<file path="config.mk">
export PLATFORM = sky130hd
export DESIGN_NAME = peripheral_frame_guard
export DESIGN_NICKNAME = d
export VERILOG_FILES = /design/src/frame_guard_pkg.sv /design/src/peripheral_frame_guard.sv /design/src/frame_attr_table.sv
export SDC_FILE = /design/constraint.sdc
export NUM_CORES = 1
export LEC_CHECK = 0
export BUFFER_PORTS_ARGS = -buffer_cell sky130_fd_sc_hd__buf_2
export CAP_MARGIN = 15
export CORE_MARGIN = 8
export CORE_UTILIZATION = 40
export DETAILED_ROUTE_END_ITERATION = 8
export HOLD_SLACK_MARGIN = 0.15
export PLACE_DENSITY = 0.64
export SETUP_SLACK_MARGIN = 0.1
export SYNTH_ARGS = -nofsm -noshare
export SYNTH_HDL_FRONTEND = slang
export SYNTH_SLANG_ARGS = --single-unit
</file>
<file path="constraint.sdc">
create_clock -name pclk -period 3.13 [get_ports pclk]
set_input_delay 0.939 -clock pclk [delete_from_list [all_inputs] [get_ports pclk]]
set_output_delay 0.939 -clock pclk [all_outputs]
set_load 0.01 [all_outputs]
</file>
<file path="src/frame_guard_pkg.sv">
package frame_guard_pkg;

	localparam int FRAME_COUNT = 16;
	localparam int FRAME_IDX_W = 4;
	localparam int FRAME_LSB = 4;
	localparam int FRAME_MSB = 7;

	// APB register byte offsets
	localparam logic [7:0] MAP_OFFSET = 8'h00;
	localparam logic [7:0] READ_GUARD_OFFSET = 8'h04;
	localparam logic [7:0] WRITE_GUARD_OFFSET = 8'h08;
	localparam logic [7:0] CLEAR_OFFSET = 8'h0c;
	localparam logic [7:0] STATUS_OFFSET = 8'h10;
	localparam logic [7:0] VIOLATION_OFFSET = 8'h14;
	localparam logic [7:0] CONTROL_OFFSET = 8'h18;

	// Status register field positions
	localparam int STAT_IDLE_BIT = 0;
	localparam int STAT_BAD_BIT = 1;
	localparam int STAT_RUN_BIT = 2;
	localparam int STAT_HALT_BIT = 3;
	localparam int STAT_FRAME_LSB = 4;

	// Control register field positions
	localparam int CTRL_RESUME_BIT = 0;

	localparam logic [15:0] MAP_RESET = 16'h0000;
	localparam logic [15:0] GUARD_RESET = 16'h0000;
	localparam logic [15:0] FIXED_FRAMES_DEFAULT = 16'h0003;

	typedef struct packed {
		logic valid;
		logic write;
		logic [7:0] addr;
	} pf_access_t;

	typedef struct packed {
		logic wait_exec;
		logic int_ack;
		logic control_mode;
		logic bad_fetch;
		logic user_run;
	} cpu_state_t;

	typedef struct packed {
		logic idle;
		logic bad_instruction;
		logic running;
	} status_out_t;

	typedef enum logic [0:0] {
		write_access,
		read_access
	} access_kind_t;

endpackage

</file>
<file path="src/peripheral_frame_guard.sv">
// Contract
// - Each of sixteen 16-byte peripheral frames keeps its own mapping and guard attributes.
// - Frame zero has fixed attributes that never change.
// - Writes to the attributes of the nonvolatile-memory control frame are ignored.
// - A frame mapped to the expansion board sends all its accesses to the board, which completes them.
// - A frame mapped on-chip is served by the processor's own peripheral registers.
// - A read of a read-guarded frame is flagged as a violation.
// - A write of a write-guarded frame is flagged as a violation.
// - A guarded write still reaches the register and then the CPU is halted.
// - Clear-guards drops read and write guards of the selected frames at once.
// - Idle status is high while the processor executes its wait instruction.
// - Idle status clears on interrupt acknowledge or on entering control mode.
// - Bad-instruction status rises when an invalid opcode fetch is detected.
// - Running status is high while user code executes.
`timescale 1ns/1ps
module peripheral_frame_guard
	import frame_guard_pkg::*;
#(
	parameter logic [15:0] FIXED_FRAMES = FIXED_FRAMES_DEFAULT
)
(
	input wire logic pclk,
	input wire logic presetn,
	input wire logic psel,
	input wire logic penable,
	input wire logic pwrite,
	input wire logic [7:0] paddr,
	input wire logic [31:0] pwdata,
	output logic [31:0] prdata,
	output logic pready,
	output logic pslverr,
	input wire frame_guard_pkg::pf_access_t cpu_access,
	input wire frame_guard_pkg::cpu_state_t cpu_state,
	output logic expansion_sel,
	output logic onchip_sel,
	output logic violation,
	output logic cpu_halt,
	output frame_guard_pkg::status_out_t status
);
	import frame_guard_pkg::*;

	logic [15:0] fixed_frames;
	logic [15:0] map_exp;
	logic [15:0] read_guard;
	logic [15:0] write_guard;
	logic wr_access;
	logic rd_access;
	logic wr_map;
	logic wr_read_guard;
	logic wr_write_guard;
	logic wr_clear;
	logic wr_control;
	logic addr_ok;
	logic [FRAME_IDX_W-1:0] frame_idx;
	logic read_hit;
	logic write_hit;
	logic halted;
	logic [FRAME_IDX_W-1:0] violation_frame;
	access_kind_t violation_kind;
	logic [31:0] next_prdata;
	logic idle;
	logic bad_instruction;
	logic running;

	assign fixed_frames = FIXED_FRAMES | 16'h0001;

	// APB slave: zero-wait, error on unmapped offsets
	assign pready = 1'b1;
	assign wr_access = psel && penable && pwrite;
	assign rd_access = psel && !pwrite;
	always_comb begin
		addr_ok = 1'b1;
		unique case (paddr)
			MAP_OFFSET, READ_GUARD_OFFSET, WRITE_GUARD_OFFSET, CLEAR_OFFSET,
			STATUS_OFFSET, VIOLATION_OFFSET, CONTROL_OFFSET: addr_ok = 1'b1;
			default: addr_ok = 1'b0;
		endcase
	end
	assign pslverr = psel && penable && !addr_ok;
	assign wr_map = wr_access && paddr == MAP_OFFSET;
	assign wr_read_guard = wr_access && paddr == READ_GUARD_OFFSET;
	assign wr_write_guard = wr_access && paddr == WRITE_GUARD_OFFSET;
	assign wr_clear = wr_access && paddr == CLEAR_OFFSET;
	assign wr_control = wr_access && paddr == CONTROL_OFFSET;

	frame_attr_table u_table (
		.pclk(pclk),
		.presetn(presetn),
		.fixed_frames(fixed_frames),
		.wr_map(wr_map),
		.wr_read_guard(wr_read_guard),
		.wr_write_guard(wr_write_guard),
		.wr_clear(wr_clear),
		.wdata(pwdata[15:0]),
		.map_exp(map_exp),
		.read_guard(read_guard),
		.write_guard(write_guard)
	);

	// Frame decode and routing
	assign frame_idx = cpu_access.addr[FRAME_MSB:FRAME_LSB];
	assign expansion_sel = cpu_access.valid && map_exp[frame_idx];
	assign onchip_sel = cpu_access.valid && !map_exp[frame_idx];
	assign read_hit = cpu_access.valid && !cpu_access.write && read_guard[frame_idx];
	assign write_hit = cpu_access.valid && cpu_access.write && write_guard[frame_idx];
	assign violation = read_hit || write_hit;
	assign cpu_halt = halted;

	// Halt latch; write data is not blocked
	always_ff @(posedge pclk or negedge presetn) begin
		if (!presetn) begin
			halted <= 1'b0;
		end else if (violation) begin
			halted <= 1'b1;
		end else if (wr_control && pwdata[CTRL_RESUME_BIT]) begin
			halted <= 1'b0;
		end
	end

	// Captured violation details
	always_ff @(posedge pclk or negedge presetn) begin
		if (!presetn) begin
			violation_frame <= '0;
			violation_kind <= write_access;
		end else if (violation && !halted) begin
			violation_frame <= frame_idx;
			violation_kind <= write_hit ? write_access : read_access;
		end
	end

	// Idle indication
	always_ff @(posedge pclk or negedge presetn) begin
		if (!presetn) begin
			idle <= 1'b0;
		end else if (cpu_state.int_ack || cpu_state.control_mode) begin
			idle <= 1'b0;
		end else if (cpu_state.wait_exec) begin
			idle <= 1'b1;
		end
	end

	// Bad-instruction indication, held until control mode
	always_ff @(posedge pclk or negedge presetn) begin
		if (!presetn) begin
			bad_instruction <= 1'b0;
		end else if (cpu_state.bad_fetch) begin
			bad_instruction <= 1'b1;
		end else if (cpu_state.control_mode) begin
			bad_instruction <= 1'b0;
		end
	end

	// Running indication
	always_ff @(posedge pclk or negedge presetn) begin
		if (!presetn) begin
			running <= 1'b0;
		end else begin
			running <= cpu_state.user_run;
		end
	end

	assign status = '{idle: idle, bad_instruction: bad_instruction, running: running};

	// Read data mux
	always_comb begin
		next_prdata = 32'h0000_0000;
		unique case (paddr)
			MAP_OFFSET: next_prdata[15:0] = map_exp;
			READ_GUARD_OFFSET: next_prdata[15:0] = read_guard;
			WRITE_GUARD_OFFSET: next_prdata[15:0] = write_guard;
			STATUS_OFFSET: begin
				next_prdata[STAT_IDLE_BIT] = idle;
				next_prdata[STAT_BAD_BIT] = bad_instruction;
				next_prdata[STAT_RUN_BIT] = running;
				next_prdata[STAT_HALT_BIT] = halted;
				next_prdata[STAT_FRAME_LSB +: FRAME_IDX_W] = violation_frame;
				next_prdata[STAT_FRAME_LSB + FRAME_IDX_W] = violation_kind;
			end
			VIOLATION_OFFSET: next_prdata[FRAME_IDX_W-1:0] = violation_frame;
			default: next_prdata = 32'h0000_0000;
		endcase
	end

	always_ff @(posedge pclk or negedge presetn) begin
		if (!presetn) begin
			prdata <= 32'h0000_0000;
		end else if (rd_access && !penable) begin
			prdata <= next_prdata;
		end
	end
endmodule

</file>
<file path="src/frame_attr_table.sv">
`timescale 1ns/1ps
module frame_attr_table
	import frame_guard_pkg::*;
(
	input wire logic pclk,
	input wire logic presetn,
	input wire logic [15:0] fixed_frames,
	input wire logic wr_map,
	input wire logic wr_read_guard,
	input wire logic wr_write_guard,
	input wire logic wr_clear,
	input wire logic [15:0] wdata,
	output logic [15:0] map_exp,
	output logic [15:0] read_guard,
	output logic [15:0] write_guard
);
	import frame_guard_pkg::*;

	genvar i;
	generate
		for (i = 0; i < FRAME_COUNT; i++) begin : g_frame
			// Per-frame attributes; fixed frames never change
			always_ff @(posedge pclk or negedge presetn) begin
				if (!presetn) begin
					map_exp[i] <= MAP_RESET[i];
					read_guard[i] <= GUARD_RESET[i];
					write_guard[i] <= GUARD_RESET[i];
				end else if (!fixed_frames[i]) begin
					if (wr_map) begin
						map_exp[i] <= wdata[i];
					end
					if (wr_clear && wdata[i]) begin
						read_guard[i] <= 1'b0;
						write_guard[i] <= 1'b0;
					end else begin
						if (wr_read_guard) begin
							read_guard[i] <= wdata[i];
						end
						if (wr_write_guard) begin
							write_guard[i] <= wdata[i];
						end
					end
				end
			end
		end
	endgenerate

endmodule

</file>
After elaboration in Yosys (flattened, before gate mapping)
Cells that the tools add are included.
- bits in registers: 67
- bits in latches: 0
- RAM bits: 0
- ROM bits: 0
- input bits: 60
- output and inout port bits: 41
- logic and storage cells: 202
- memories kept: 0
- add/sub/neg operators: 0
- multipliers: 0
- divide/modulo/power cells: 0
- order comparisons: 1
- eq/ne operators: 6
- shift-type cells: 0
- mux-type cells: 73
- bitwise logic cells: 0
- reduce and logical (&&, ||, !) cells: 73
- operator list (cell ; count):
    1-bit 2-to-1 mux ; 67
    2-bit nonzero test ; 31
    1-bit logical AND ; 32
    8-bit by 5-bit == test with 1-bit output, second input constant ; 3
    7-bit case mux with 3 select lines ; 1
    4-bit case mux with 5 select lines ; 1
    5-bit case mux with 4 select lines ; 1
    8-bit by 4-bit == test with 1-bit output, second input constant ; 2
    1-bit binary-select mux with 4-bit select ; 3
    8-bit by 3-bit == test with 1-bit output, second input constant ; 1
    8-bit logical NOT ; 1
    7-bit OR reduction ; 1
    1-bit logical NOT ; 6
    4-bit by 5-bit < comparator with 1-bit output, second input constant ; 1
    1-bit logical OR ; 2

Logic depth before layout (Yosys ltp)
Gate-level depths: netlist of the first run.
- depth after elaboration: 6
- mapped depth: 7
- depth with buffers taken out: 5

By module
From an unflattened synthesis of the first run, not the netlist that was laid out.
- cells, all modules: 424
- area total of the unflattened synthesis: 4493.1 um2
- modules (own cells, without submodules) (module ; instances ; cells each ; area an instance (um2) ; sequential area each (um2)):
    frame_attr_table ; 1 ; 186 ; 2391.0 ; 1201.2
    peripheral_frame_guard ; 1 ; 238 ; 2102.0 ; 625.6

Worst setup path before layout of the first run
No wires, ideal clock.
- path type: in2out
- start point: input cpu_access[5] (netlist name)
- end point: output onchip_sel
- arrival: 2.279 ns
- data required time: 2.191 ns
- path slack: -0.088 ns
- stages on the path: 5
- path buffers: 1
- cells stage by stage: clkbuf_1 mux4_2 a221oi_1 a21oi_1 nor2b_1
- longest elaborated chain between the ends: 4
- RTL lines (item ; line ; source):
    from (decl) ; peripheral_frame_guard.sv:32 ; input wire frame_guard_pkg::pf_access_t cpu_access,
    1-bit binary-select mux with 4-bit select ; peripheral_frame_guard.sv:103 ; assign onchip_sel = cpu_access.valid && !map_exp[frame_idx];
    1-bit 2-to-1 mux (not written as such) ; peripheral_frame_guard.sv:103 ;
    1-bit logical NOT ; peripheral_frame_guard.sv:103 ;
    1-bit logical AND ; peripheral_frame_guard.sv:103 ;
    to (decl) ; peripheral_frame_guard.sv:35 ; output logic onchip_sel,
No other way between the ends. The select of a mux whose other input is x is not followed.

Worst setup path in the final report of the first run
- start point: input cpu_access[4] (netlist name)
- end point: output expansion_sel
- longest elaborated chain between the ends: 3
- RTL lines (item ; line ; source):
    1-bit binary-select mux with 4-bit select ; peripheral_frame_guard.sv:102 ; assign expansion_sel = cpu_access.valid && map_exp[frame_idx];
    1-bit 2-to-1 mux (not written as such) ; peripheral_frame_guard.sv:102 ;
    1-bit logical AND ; peripheral_frame_guard.sv:102 ;
    to (decl) ; peripheral_frame_guard.sv:34 ; output logic expansion_sel,
No other way between the ends. The select of a mux whose other input is x is not followed.

==> flow_summary.json, run 1 <==
{
  "status": "finished, violations left",
  "violations": "negative setup slack",
  "synth.cell_area_sq_um": 3617,
  "path_cells": "buf_12, buf_6, mux4_2, mux2i_1, a21oi_2, and2_1, buf_2",
  "num_rows": 34,
  "synth_edf_count": 0,
  "firstDrtPassIters": 7,
  "grt_max_degree": 42,
  "clock_skew_ns": 0.01226,
  "cts_buffer_depth": 2,
  "worstSetupPathType": "input pin to output pin",
  "cp-end-kind": "output pin",
  "cpPeakStageDelay_ns": 0.53,
  "gp_congestion": 0.8408,
  "critical-path-slowest-cell": "mux4_2",
  "post_drt_wl_per_cell_microns": 19.21,
  "cts_max_level": 3,
  "root_buffer": "clkbuf_8",
  "seqCellArea_sq_um": 1677,
  "fin_crit_ns": 3.264,
  "ys_seq_area_frac": 0.4635,
  "antenna_left": 0,
  "ys_ff_latch": 67,
  "num_vias": 2984,
  "postCtsHoldBufs": 0,
  "antenna_cells": 0,
  "synthTopCellsByCount": "dfrtp_1 (67), a21oi_1 (24), mux2i_1 (24), buf_4 (23), nor2_1 (22)",
  "io_buffer_count": 62,
  "io_pins": 101,
  "multiInputGateArea_sq_um": 1763,
  "finalHoldViolations": 0,
  "clk_pin_slew_worst_paths_ns": 0.08,
  "grt_setup_unrepaired": "yes",
  "fin_crit_sh": 1.043,
  "power_density_nw_per_um2": 413.2,
  "cts.sinks": 67,
  "grt_pass1_wl_microns": 16420,
  "grt_usage": 0.1637,
  "vdd_drop_max_mv": 0.1890,
  "synth_area_leaders": "dfrtp_1 (46%), mux2i_1 (6.6%), mux2_2 (6.2%)",
  "clkLatencyLatePin_ns": 0.35,
  "worstSetupStartpointType": "input pin",
  "ys.flop_type": "dfrtp_1",
  "setup-tns-final_ns": -0.3210,
  "synth_cell_types": 46,
  "p_leak_uw": 0.002051,
  "maxCapViolCount": 0,
  "slew_violations": 0,
  "die_w_microns": 111.1,
  "tightestPinTransition_ns": 0.6326,
  "coreArea_sq_um": 8763,
  "antenna_found_initial": 0,
  "slew_headroom": 0.5783,
  "start_util": 0.4128,
  "drtIter0Drc": 266,
  "route.detailed.drc": 0,
  "hpwlAfterDp_microns": 7378,
  "cts_tree": "built",
  "gr-total-overflow": 0,
  "finalNetCount": 466,
  "hold_ws_ns": 0.4769,
  "synth_top_area_frac": 0.4635,
  "cp_max_fo": 10,
  "max_freq_ghz": 0.3064,
  "synthArstFlopShare": 1.000,
  "crit_required_ns": 2.19,
  "synth_area_per_cell_sq_um": 11.16,
  "dieArea_sq_um": 12340,
  "yosys_warnings": 0,
  "yosys.area.top_type": "dfrtp_1",
  "drive_gt1_frac": 0.3771,
  "synth.most_common_cell": "dfrtp_1",
  "grt_pass1_vias": 3010,
  "final.fill_count": 820,
  "avgViaCountPerCell": 5.750,
  "cts_inserted_buffers": 9,
  "setup_violations": 3,
  "worstHoldPathType": "flip-flop to flip-flop",
  "worstPathArrival_ns": 2.32,
  "wirelength_microns": 9969,
  "syn_to_final_growth_pct": 21.10,
  "timing.final.ws_setup_ns": -0.1337,
  "syn_inst": 324,
  "fp.dieH_microns": 111.1
}
report_power, final:
part           internal [uW]  switching, uW  total [uW]
Clock                    292            356         648
Combinational            105            119         224
Sequential               905           32.7         938
registers in the layout (all words and copies together), names as in the netlist:
| register | count |
|---|---|
| u_table.write_guard | 14 |
| prdata | 16 |
| violation_kind | 1 |
| bad_instruction | 1 |
| idle | 1 |
| running | 1 |
| violation_frame | 4 |
| cpu_halt | 1 |
| u_table.map_exp | 14 |
| u_table.read_guard | 14 |
layer usage:
| layer | global-route usage | up-vias | wire [microns] |
|---|---|---|---|
| met1 | 0.2112 | 1475 | 4267 |
| li1 | - | 1362 | - |
| met2 | 0.2464 | 130 | 4631 |
| met3 | 0.05249 | 17 | 817 |
| met4 | 0.06844 | 0 | 253 |
| met5 | 0 | - | 0 |
area by class of cell:
| type | instances | share of cell area |
|---|---|---|
| clock buffers | 9 | 0.02828 |
| clock inverters | 7 | 0.01200 |
| inverters | 2 | 0.001714 |
| multi-input cells | 230 | 0.4025 |
| flip-flops and latches | 67 | 0.3827 |
| well taps | 108 | 0.03085 |
| repair buffers | 96 | 0.1420 |
kinds of logic after synthesis:
group	synth area share
buffers and inverters	0.07126
muxes	0.1806
DFF	0.4635
AOI/OAI and AO/OA	0.1633
and+or+nand+nor	0.1193
other	0.002076
critical path: cells and delay by family:
| family | cells | cell delay (ns) |
|---|---|---|
| simple gates | 1 | 0.16 |
| buf+inv | 3 | 0.38 |
| mux | 2 | 0.73 |
| compound gates | 1 | 0.11 |
cells in the final DEF, fill, tap and decap left out, drive strengths merged, types with 2 or more instances in the layout:
| cell type | instances |
|---|---|
| conb | 17 |
| or3b | 2 |
| a21oi | 24 |
| and2 | 5 |
| nand2b | 4 |
| nand3 | 4 |
| a221oi | 3 |
| inv | 4 |
| nor4 | 3 |
| o22a | 14 |
| and3 | 4 |
| mux2 | 20 |
| clkbuf | 9 |
| mux2i | 24 |
| nor2b | 2 |
| o211ai | 2 |
| a222oi | 12 |
| a22oi | 4 |
| buf | 96 |
| nand2 | 19 |
| a31oi | 9 |
| dfrtp | 67 |
| nor3 | 5 |
| and4b | 2 |
| o21ai | 7 |
| clkinv | 4 |
| mux4 | 8 |
| a21o | 3 |
| nor2 | 23 |
final timing paths:
check	from	end	slack (ns)	depth (start not counted)
max in group asynchronous	presetn	u_table.map_exp[2]	1.88	2
hold / removal	prdata[13]	prdata[13]	0.48	2
hold reg to reg	prdata[13]	prdata[13]	0.48	2
setup / recovery	cpu_access[4]	expansion_sel	-0.13	7
min in group asynchronous	presetn	prdata[15]	0.60	1
setup reg to reg	u_table.read_guard[13]	cpu_halt	0.54	12
per-stage QoR:
| step | total power, uW | utilization | worst slack (ns) | instances | cell area, sq um |
|---|---|---|---|---|---|
| final | 1810 | 0.4999 | -0.1337 | 519 | 4380 |
| after global routing | 1895 | 0.4999 | -0.1870 | 519 | 4380 |
| after CTS | 1827 | 0.5014 | -0.1164 | 522 | 4394 |
| after detailed placement | 1163 | 0.4673 | -0.2762 | 495 | 4095 |
| after global placement | 1158 | 0.4673 | -0.2715 | 495 | 4095 |
| after floorplan | 1063 | - | 0.02316 | 339 | 3685 |
timing repair:
item                                   CTS  global route
pin swaps                                5             2
buffers inserted                        11             1
gates resized for setup                 12             3
endpoints found under the hold margin    0             0
setup endpoints to repair                3             4
No activity file was read; power rests on OpenSTA's default activity.
==> inputs of run 2 (changes only) <==
--- a/config.mk
+++ b/config.mk
@@ -13,6 +13,7 @@
 export HOLD_SLACK_MARGIN = 0.15
 export PLACE_DENSITY = 0.64
 export SETUP_SLACK_MARGIN = 0.1
+export SKIP_CTS_REPAIR_TIMING = 1
 export SYNTH_ARGS = -nofsm -noshare
 export SYNTH_HDL_FRONTEND = slang
 export SYNTH_SLANG_ARGS = --single-unit
==> run 2 against run 1 <==
Compared with the run above:
- the run still ends with negative setup slack left
- non-clock buffer count fell by 7
- final cell count fell by 1.3%
- maximum frequency rose by 0.40%
- clock power barely moved
- power fell by 0.27%
- core utilization fell by 0.46 points
- critical path type unchanged
- clock skew rose by 0.0018 ns
- hold slack barely moved
- sequential share of layout area rose by 0.35 points
- sequential power barely moved
- highest routed layer unchanged
==> flow_summary.json, run 2 (synthesized netlist as in run 1, its figures left out) <==
{
  "gp_congestion": 0.8408,
  "pwr-share-clk": 0.360,
  "clkLatencyLatePin_ns": 0.35,
  "syn_to_final_growth_pct": 19.99,
  "whs_endpoint": "prdata[13]",
  "seqCellArea_sq_um": 1677,
  "multiInputGateArea_sq_um": 1772,
  "dr_wl_met2_microns": 4545,
  "cts_max_level": 3,
  "grt_max_degree": 42,
  "cts_tree": "built",
  "largest_register": "prdata",
  "num_rows": 34,
  "fin_crit_ns": 3.251,
  "worstRegToRegCells": 7,
  "fp.dieH_microns": 111.1,
  "hpwlAfterDp_microns": 7378,
  "swShare": 0.2810,
  "tightestPinTransition_ns": 0.6333,
  "firstDrtPassIters": 7,
  "fin_crit_sh": 1.039,
  "dieArea_sq_um": 12340,
  "slew_violations": 0,
  "grt_pass1_vias": 2948,
  "grt_pass1_wl_microns": 16090,
  "grt_usage": 0.1606,
  "avgViaCountPerCell": 5.768,
  "drt-met1-wl_microns": 4245,
  "power.share.combinational": 0.121,
  "cp-end-kind": "output pin",
  "cts_buffer_depth": 2,
  "antenna_cells": 0,
  "clk_pin_slew_worst_paths_ns": 0.08,
  "p_int_uw": 1298,
  "critical-path-slowest-cell": "mux2_2",
  "start_util": 0.4128,
  "worstPathArrival_ns": 2.31,
  "max_freq_ghz": 0.3076,
  "drive_gt1_frac": 0.3688,
  "hold_path_startpoint": "prdata[13]",
  "num_vias": 2953,
  "cp_max_fo": 5,
  "final_common_cell": "dfrtp_1",
  "wirelength_microns": 9860,
  "maxCapViolCount": 0,
  "worstHoldPathType": "flip-flop to flip-flop",
  "finalNetCount": 459,
  "cts.sinks": 67,
  "gr-total-overflow": 0,
  "final.fill_count": 823,
  "route.detailed.drc": 0,
  "violations": "negative setup slack",
  "cpPeakStageDelay_ns": 0.33,
  "hold_ws_ns": 0.4768,
  "io_pins": 101,
  "slew_headroom": 0.5778,
  "cts_inserted_buffers": 9,
  "antenna_left": 0,
  "switchingPower_uw": 507.3,
  "r2r_setup_slack_ns": 0.99,
  "worstSetupStartpointType": "input pin",
  "clock_skew_ns": 0.01402,
  "p_leak_uw": 0.002017,
  "layout_common_cells": "dfrtp_1 (67), buf_2 (59), buf_4 (24), mux2i_1 (23), a21oi_1 (22)",
  "timing.final.ws_setup_ns": -0.1208,
  "power_uw": 1805,
  "post_drt_wl_per_cell_microns": 19.26,
  "crit_top_cell": "buf_6",
  "routed.top_layer": "met4",
  "io_buffer_count": 62,
  "die_w_microns": 111.1,
  "vdd_drop_max_mv": 0.1881,
  "timing.rr.start": "u_table.write_guard[11]",
  "r2r-end": "violation_frame[1]",
  "setup_violations": 3,
  "worstSetupPathType": "input pin to output pin",
  "power_density_nw_per_um2": 415.9,
  "largest_reg_flops": 16,
  "root_buffer": "clkbuf_8",
  "finalHoldViolations": 0,
  "coreArea_sq_um": 8763,
  "drtIter0Drc": 244,
  "holdPathStages": 2,
  "crit_required_ns": 2.19,
  "dr_wl_met3_microns": 852,
  "path_cells": "buf_4, buf_6, mux2_2, o31a_1, o211ai_1, nand3_1, and3_4, buf_6",
  "seqPwrFrac": 0.519,
  "antenna_found_initial": 0,
  "grt_setup_unrepaired": "yes",
  "status": "finished, violations left"
}
-- run 2: cell types whose count changed in the layout (fill, tap and decap cells not counted), sizes merged --
cell	delta
buf	-7
-- run 2: layout make-up --
cell class | count | area share
Clock buffer | 9 | 0.02854
Clock inverter | 7 | 0.01211
Multi-Input combinational cell | 230 | 0.4082
Sequential cell | 67 | 0.3863
Inverter | 2 | 0.001730
Timing Repair Buffer | 89 | 0.1320
Tap cell | 108 | 0.03113
-- run 2: metal layers --
| metal | global-route usage | up-vias |
|---|---|---|
| met2 | 0.2448 | 154 |
| met5 | 0 | - |
| li1 | - | 1352 |
| met4 | 0.05778 | 0 |
| met3 | 0.05141 | 21 |
| met1 | 0.2082 | 1426 |
-- run 2: worst max-delay path by stage --
stage | startpoint | end | slack (ns) | cells after the start
global route | cpu_access[4] | violation | -0.17 | 7
CTS | cpu_access[4] | violation | -0.27 | 7
global placement | cpu_access[4] | violation | -0.27 | 7
floorplan | cpu_access[4] | violation | 0.02 | 6
detailed placement | cpu_access[4] | violation | -0.28 | 7
finish | cpu_access[6] | violation | -0.12 | 8
-- run 2: metrics by stage --
step                utilization  instances  TNS [ns]  instance area [sq um]  setup slack [ns]
floorplan                     -        339         0                   3685           0.02316
global placement         0.4673        495   -0.6265                   4095           -0.2715
detailed placement       0.4673        495   -0.7250                   4095           -0.2762
CTS                      0.4874        511   -0.7409                   4272           -0.2732
global route             0.4953        512   -0.3947                   4340           -0.1699
finish                   0.4953        512   -0.2317                   4340           -0.1208
-- run 2: power by group through the flow --
stage	sequential, uW	combinational, uW	clock [uW]
6_report	937	218	649
4_1_cts	937	211	663
5_1_grt	943	243	703
2_1_floorplan	950	113	0
3_5_place_dp	953	210	0
3_3_place_gp	952	206	0
-- run 2: worst max-delay path, delay by kind of cell --
kind	cells	cell delay, ns
mux	1	0.33
simple gates	2	0.33
compound gates	2	0.36
buf+inv	3	0.34
==> inputs of run 3 (changes only) <==
--- a/config.mk
+++ b/config.mk
@@ -11,9 +11,10 @@
 export CORE_UTILIZATION = 40
 export DETAILED_ROUTE_END_ITERATION = 8
 export HOLD_SLACK_MARGIN = 0.15
-export PLACE_DENSITY = 0.64
+export PLACE_DENSITY = 0.72
 export SETUP_SLACK_MARGIN = 0.1
 export SKIP_CTS_REPAIR_TIMING = 1
 export SYNTH_ARGS = -nofsm -noshare
 export SYNTH_HDL_FRONTEND = slang
+export SYNTH_HIERARCHICAL = 1
 export SYNTH_SLANG_ARGS = --single-unit
==> run 3 against run 2 <==
Compared with the run above:
- the run still ends with negative setup slack left
- sequential share of layout area down 5.5 points
- non-clock buffer count fell by 6
- wire length grew 24%
- area after synthesis increased by 24%
- maximum frequency decreased by 2.3%
- largest cell class unchanged
- largest power group unchanged
==> flow_summary.json, run 3 <==
{
  "status": "finished, violations left",
  "violations": "negative setup slack",
  "path_cells": "buf_12, mux4_2, mux4_2, and2_4, buf_6",
  "ys.flop_type": "dfrtp_1",
  "power_uw": 2025,
  "io_pins": 101,
  "critical-path-slowest-cell": "mux4_2",
  "dp.cells": 702,
  "gr-total-overflow": 0,
  "syn_inst": 424,
  "clkLatencyLatePin_ns": 0.37,
  "die_w_microns": 122.0,
  "synth.most_common_cell": "dfrtp_1",
  "timing.final.ws_setup_ns": -0.1967,
  "grt_setup_unrepaired": "yes",
  "hpwlAfterDp_microns": 9420,
  "synth_edf_count": 0,
  "fin_crit_ns": 3.327,
  "layout_common_cells": "conb_1 (97), dfrtp_1 (73), buf_2 (59), mux2i_1 (45), nor2_1 (39)",
  "antenna_found_initial": 0,
  "synthArstFlopShare": 1.000,
  "clk_pin_slew_worst_paths_ns": 0.08,
  "worstHoldPathType": "flip-flop to flip-flop",
  "fin_crit_sh": 1.063,
  "power_density_nw_per_um2": 366.8,
  "antenna_cells": 0,
  "fp.dieH_microns": 122.0,
  "instances_no_fill": 718,
  "p_leak_uw": 0.002657,
  "crit_family": "multiplexers",
  "slew_violations": 0,
  "final_common_cell": "conb_1",
  "root_buffer": "clkbuf_8",
  "slew_headroom": 0.5481,
  "cts_tree": "built",
  "start_util": 0.4127,
  "critPathBufInv": 2,
  "coreArea_sq_um": 10890,
  "wirelength_microns": 12180,
  "synth_area_leaders": "dfrtp_1 (41%), mux2i_1 (10%), o22a_1 (6.2%)",
  "ys_seq_area_frac": 0.4066,
  "vdd_drop_max_mv": 0.2638,
  "cts_inserted_buffers": 9,
  "final_cell_area_sq_um": 5520,
  "firstDrtPassIters": 5,
  "final.fill_count": 1006,
  "avgViaCountPerCell": 4.972,
  "num_vias": 3570,
  "cts.sinks": 73,
  "antenna_left": 0,
  "cts_buffer_depth": 2,
  "setup_violations": 3,
  "synth_area_per_cell_sq_um": 10.60,
  "grt_pass1_wl_microns": 19290,
  "grt_max_degree": 33,
  "post_drt_wl_per_cell_microns": 16.96,
  "cts_max_level": 3,
  "synth_top_area_frac": 0.4066,
  "drtIter0Drc": 224,
  "drive_gt1_frac": 0.2716,
  "cp-end-kind": "output pin",
  "worstPathArrival_ns": 2.39,
  "io_buffer_count": 63,
  "cpPeakStageDelay_ns": 0.53,
  "crit_top_cell": "mux4_2",
  "clock_skew_ns": 0.009547,
  "placed_cell_area_sq_um": 5246,
  "gp_congestion": 0.8665,
  "synthTopCellsByCount": "dfrtp_1 (73), mux2i_1 (45), nor2_1 (39), nor2b_1 (37), o22a_1 (32)",
  "worstSetupStartpointType": "input pin",
  "syn_to_final_growth_pct": 22.86,
  "dieArea_sq_um": 14880,
  "grt_pass1_vias": 3675,
  "route.detailed.drc": 0,
  "finalNetCount": 633,
  "num_rows": 38,
  "setup-tns-final_ns": -0.4790,
  "grt_usage": 0.1683,
  "tightestPinTransition_ns": 0.6608,
  "ys_ff_latch": 73,
  "hold_ws_ns": 0.4850,
  "yosys.area.top_type": "dfrtp_1",
  "maxCapViolCount": 0,
  "synth.cell_area_sq_um": 4493,
  "crit_required_ns": 2.19,
  "max_freq_ghz": 0.3006,
  "yosys_warnings": 6,
  "finalHoldViolations": 0,
  "synth_cell_types": 42,
  "cp_max_fo": 5,
  "worstSetupPathType": "input pin to output pin"
}
## run 3: cell count changes in the layout (fill, tap and decap cells not counted), moves of 11 or more
cell / previous run / this run
nor2b_1: 2 / 36
nand2b_1: 3 / 14
conb_1: 17 / 97
o22a_1: 14 / 32
mux2_4: 0 / 15
mux2i_1: 23 / 45
nor2_1: 20 / 39
a21oi_1: 22 / 8
a222oi_1: 12 / 0
## run 3: area by class of cell
cell class	count	area (sq um)	share of cell area
Sequential cell	73	1827	0.3309
Tap cell	140	175.2	0.03173
Inverter	3	11.26	0.002040
Timing Repair Buffer	83	511.7	0.09270
Multi-Input combinational cell	403	2799	0.5070
Clock buffer	11	141.4	0.02561
Clock inverter	5	55.05	0.009973
## run 3: worst paths after layout
kind,startpoint,slack (ns),cells past startpoint,end
max,cpu_access[4],-0.20,5,expansion_sel
min,prdata[11],0.48,2,prdata[11]
max reg2reg,u_table/write_guard[1],1.14,6,violation_frame[0]
min reg2reg,prdata[11],0.48,2,prdata[11]
max in group asynchronous,presetn,1.85,2,u_table/write_guard[13]
min in group asynchronous,presetn,0.53,1,u_table/map_exp[2]
## run 3: worst register-to-register path, cell delays in order, from the launching register on
cell	delay [ns]
dfrtp_1	0.42
mux2i_1	0.12
mux4_2	0.50
o32ai_2	0.11
a221o_1	0.18
nor2b_4	0.25
mux2_4	0.32
## run 3: power by group
| part | total, uW | switching (uW) | internal, uW |
|---|---|---|---|
| Clock | 750 | 363 | 387 |
| Sequential | 1010 | 32.0 | 980 |
| Combinational | 262 | 139 | 123 |
| Total | 2020 | 534 | 1490 |
## run 3: metal layers
layer / up-vias / part of all wire / track usage
li1: 1722 / - / -
met1: 1689 / 0.42 / 0.2035
met2: 138 / 0.47 / 0.2761
met3: 21 / 0.083 / 0.04766
met4: 0 / 0.026 / 0.06939
met5: - / 0 / 0
## run 3: kinds of logic after synthesis
kind of cell / count (synthesis) / synth area share
AND/OR/NAND/NOR: 135 / 0.1601
AO/OA/AOI/OAI: 86 / 0.1431
multiplexers: 84 / 0.2256
flip-flops: 73 / 0.4066
buffers and inverters: 43 / 0.06070
other: 2 / 0.001671
adder cells (fa/ha/maj): 1 / 0.002228
## run 3: per-stage QoR
step / util / setup slack, ns
floorplan: - / 0.02328
global placement: 0.4818 / -0.4120
detailed placement: 0.4818 / -0.4417
CTS: 0.4999 / -0.4389
global route: 0.5070 / -0.2043
finish: 0.5070 / -0.1967
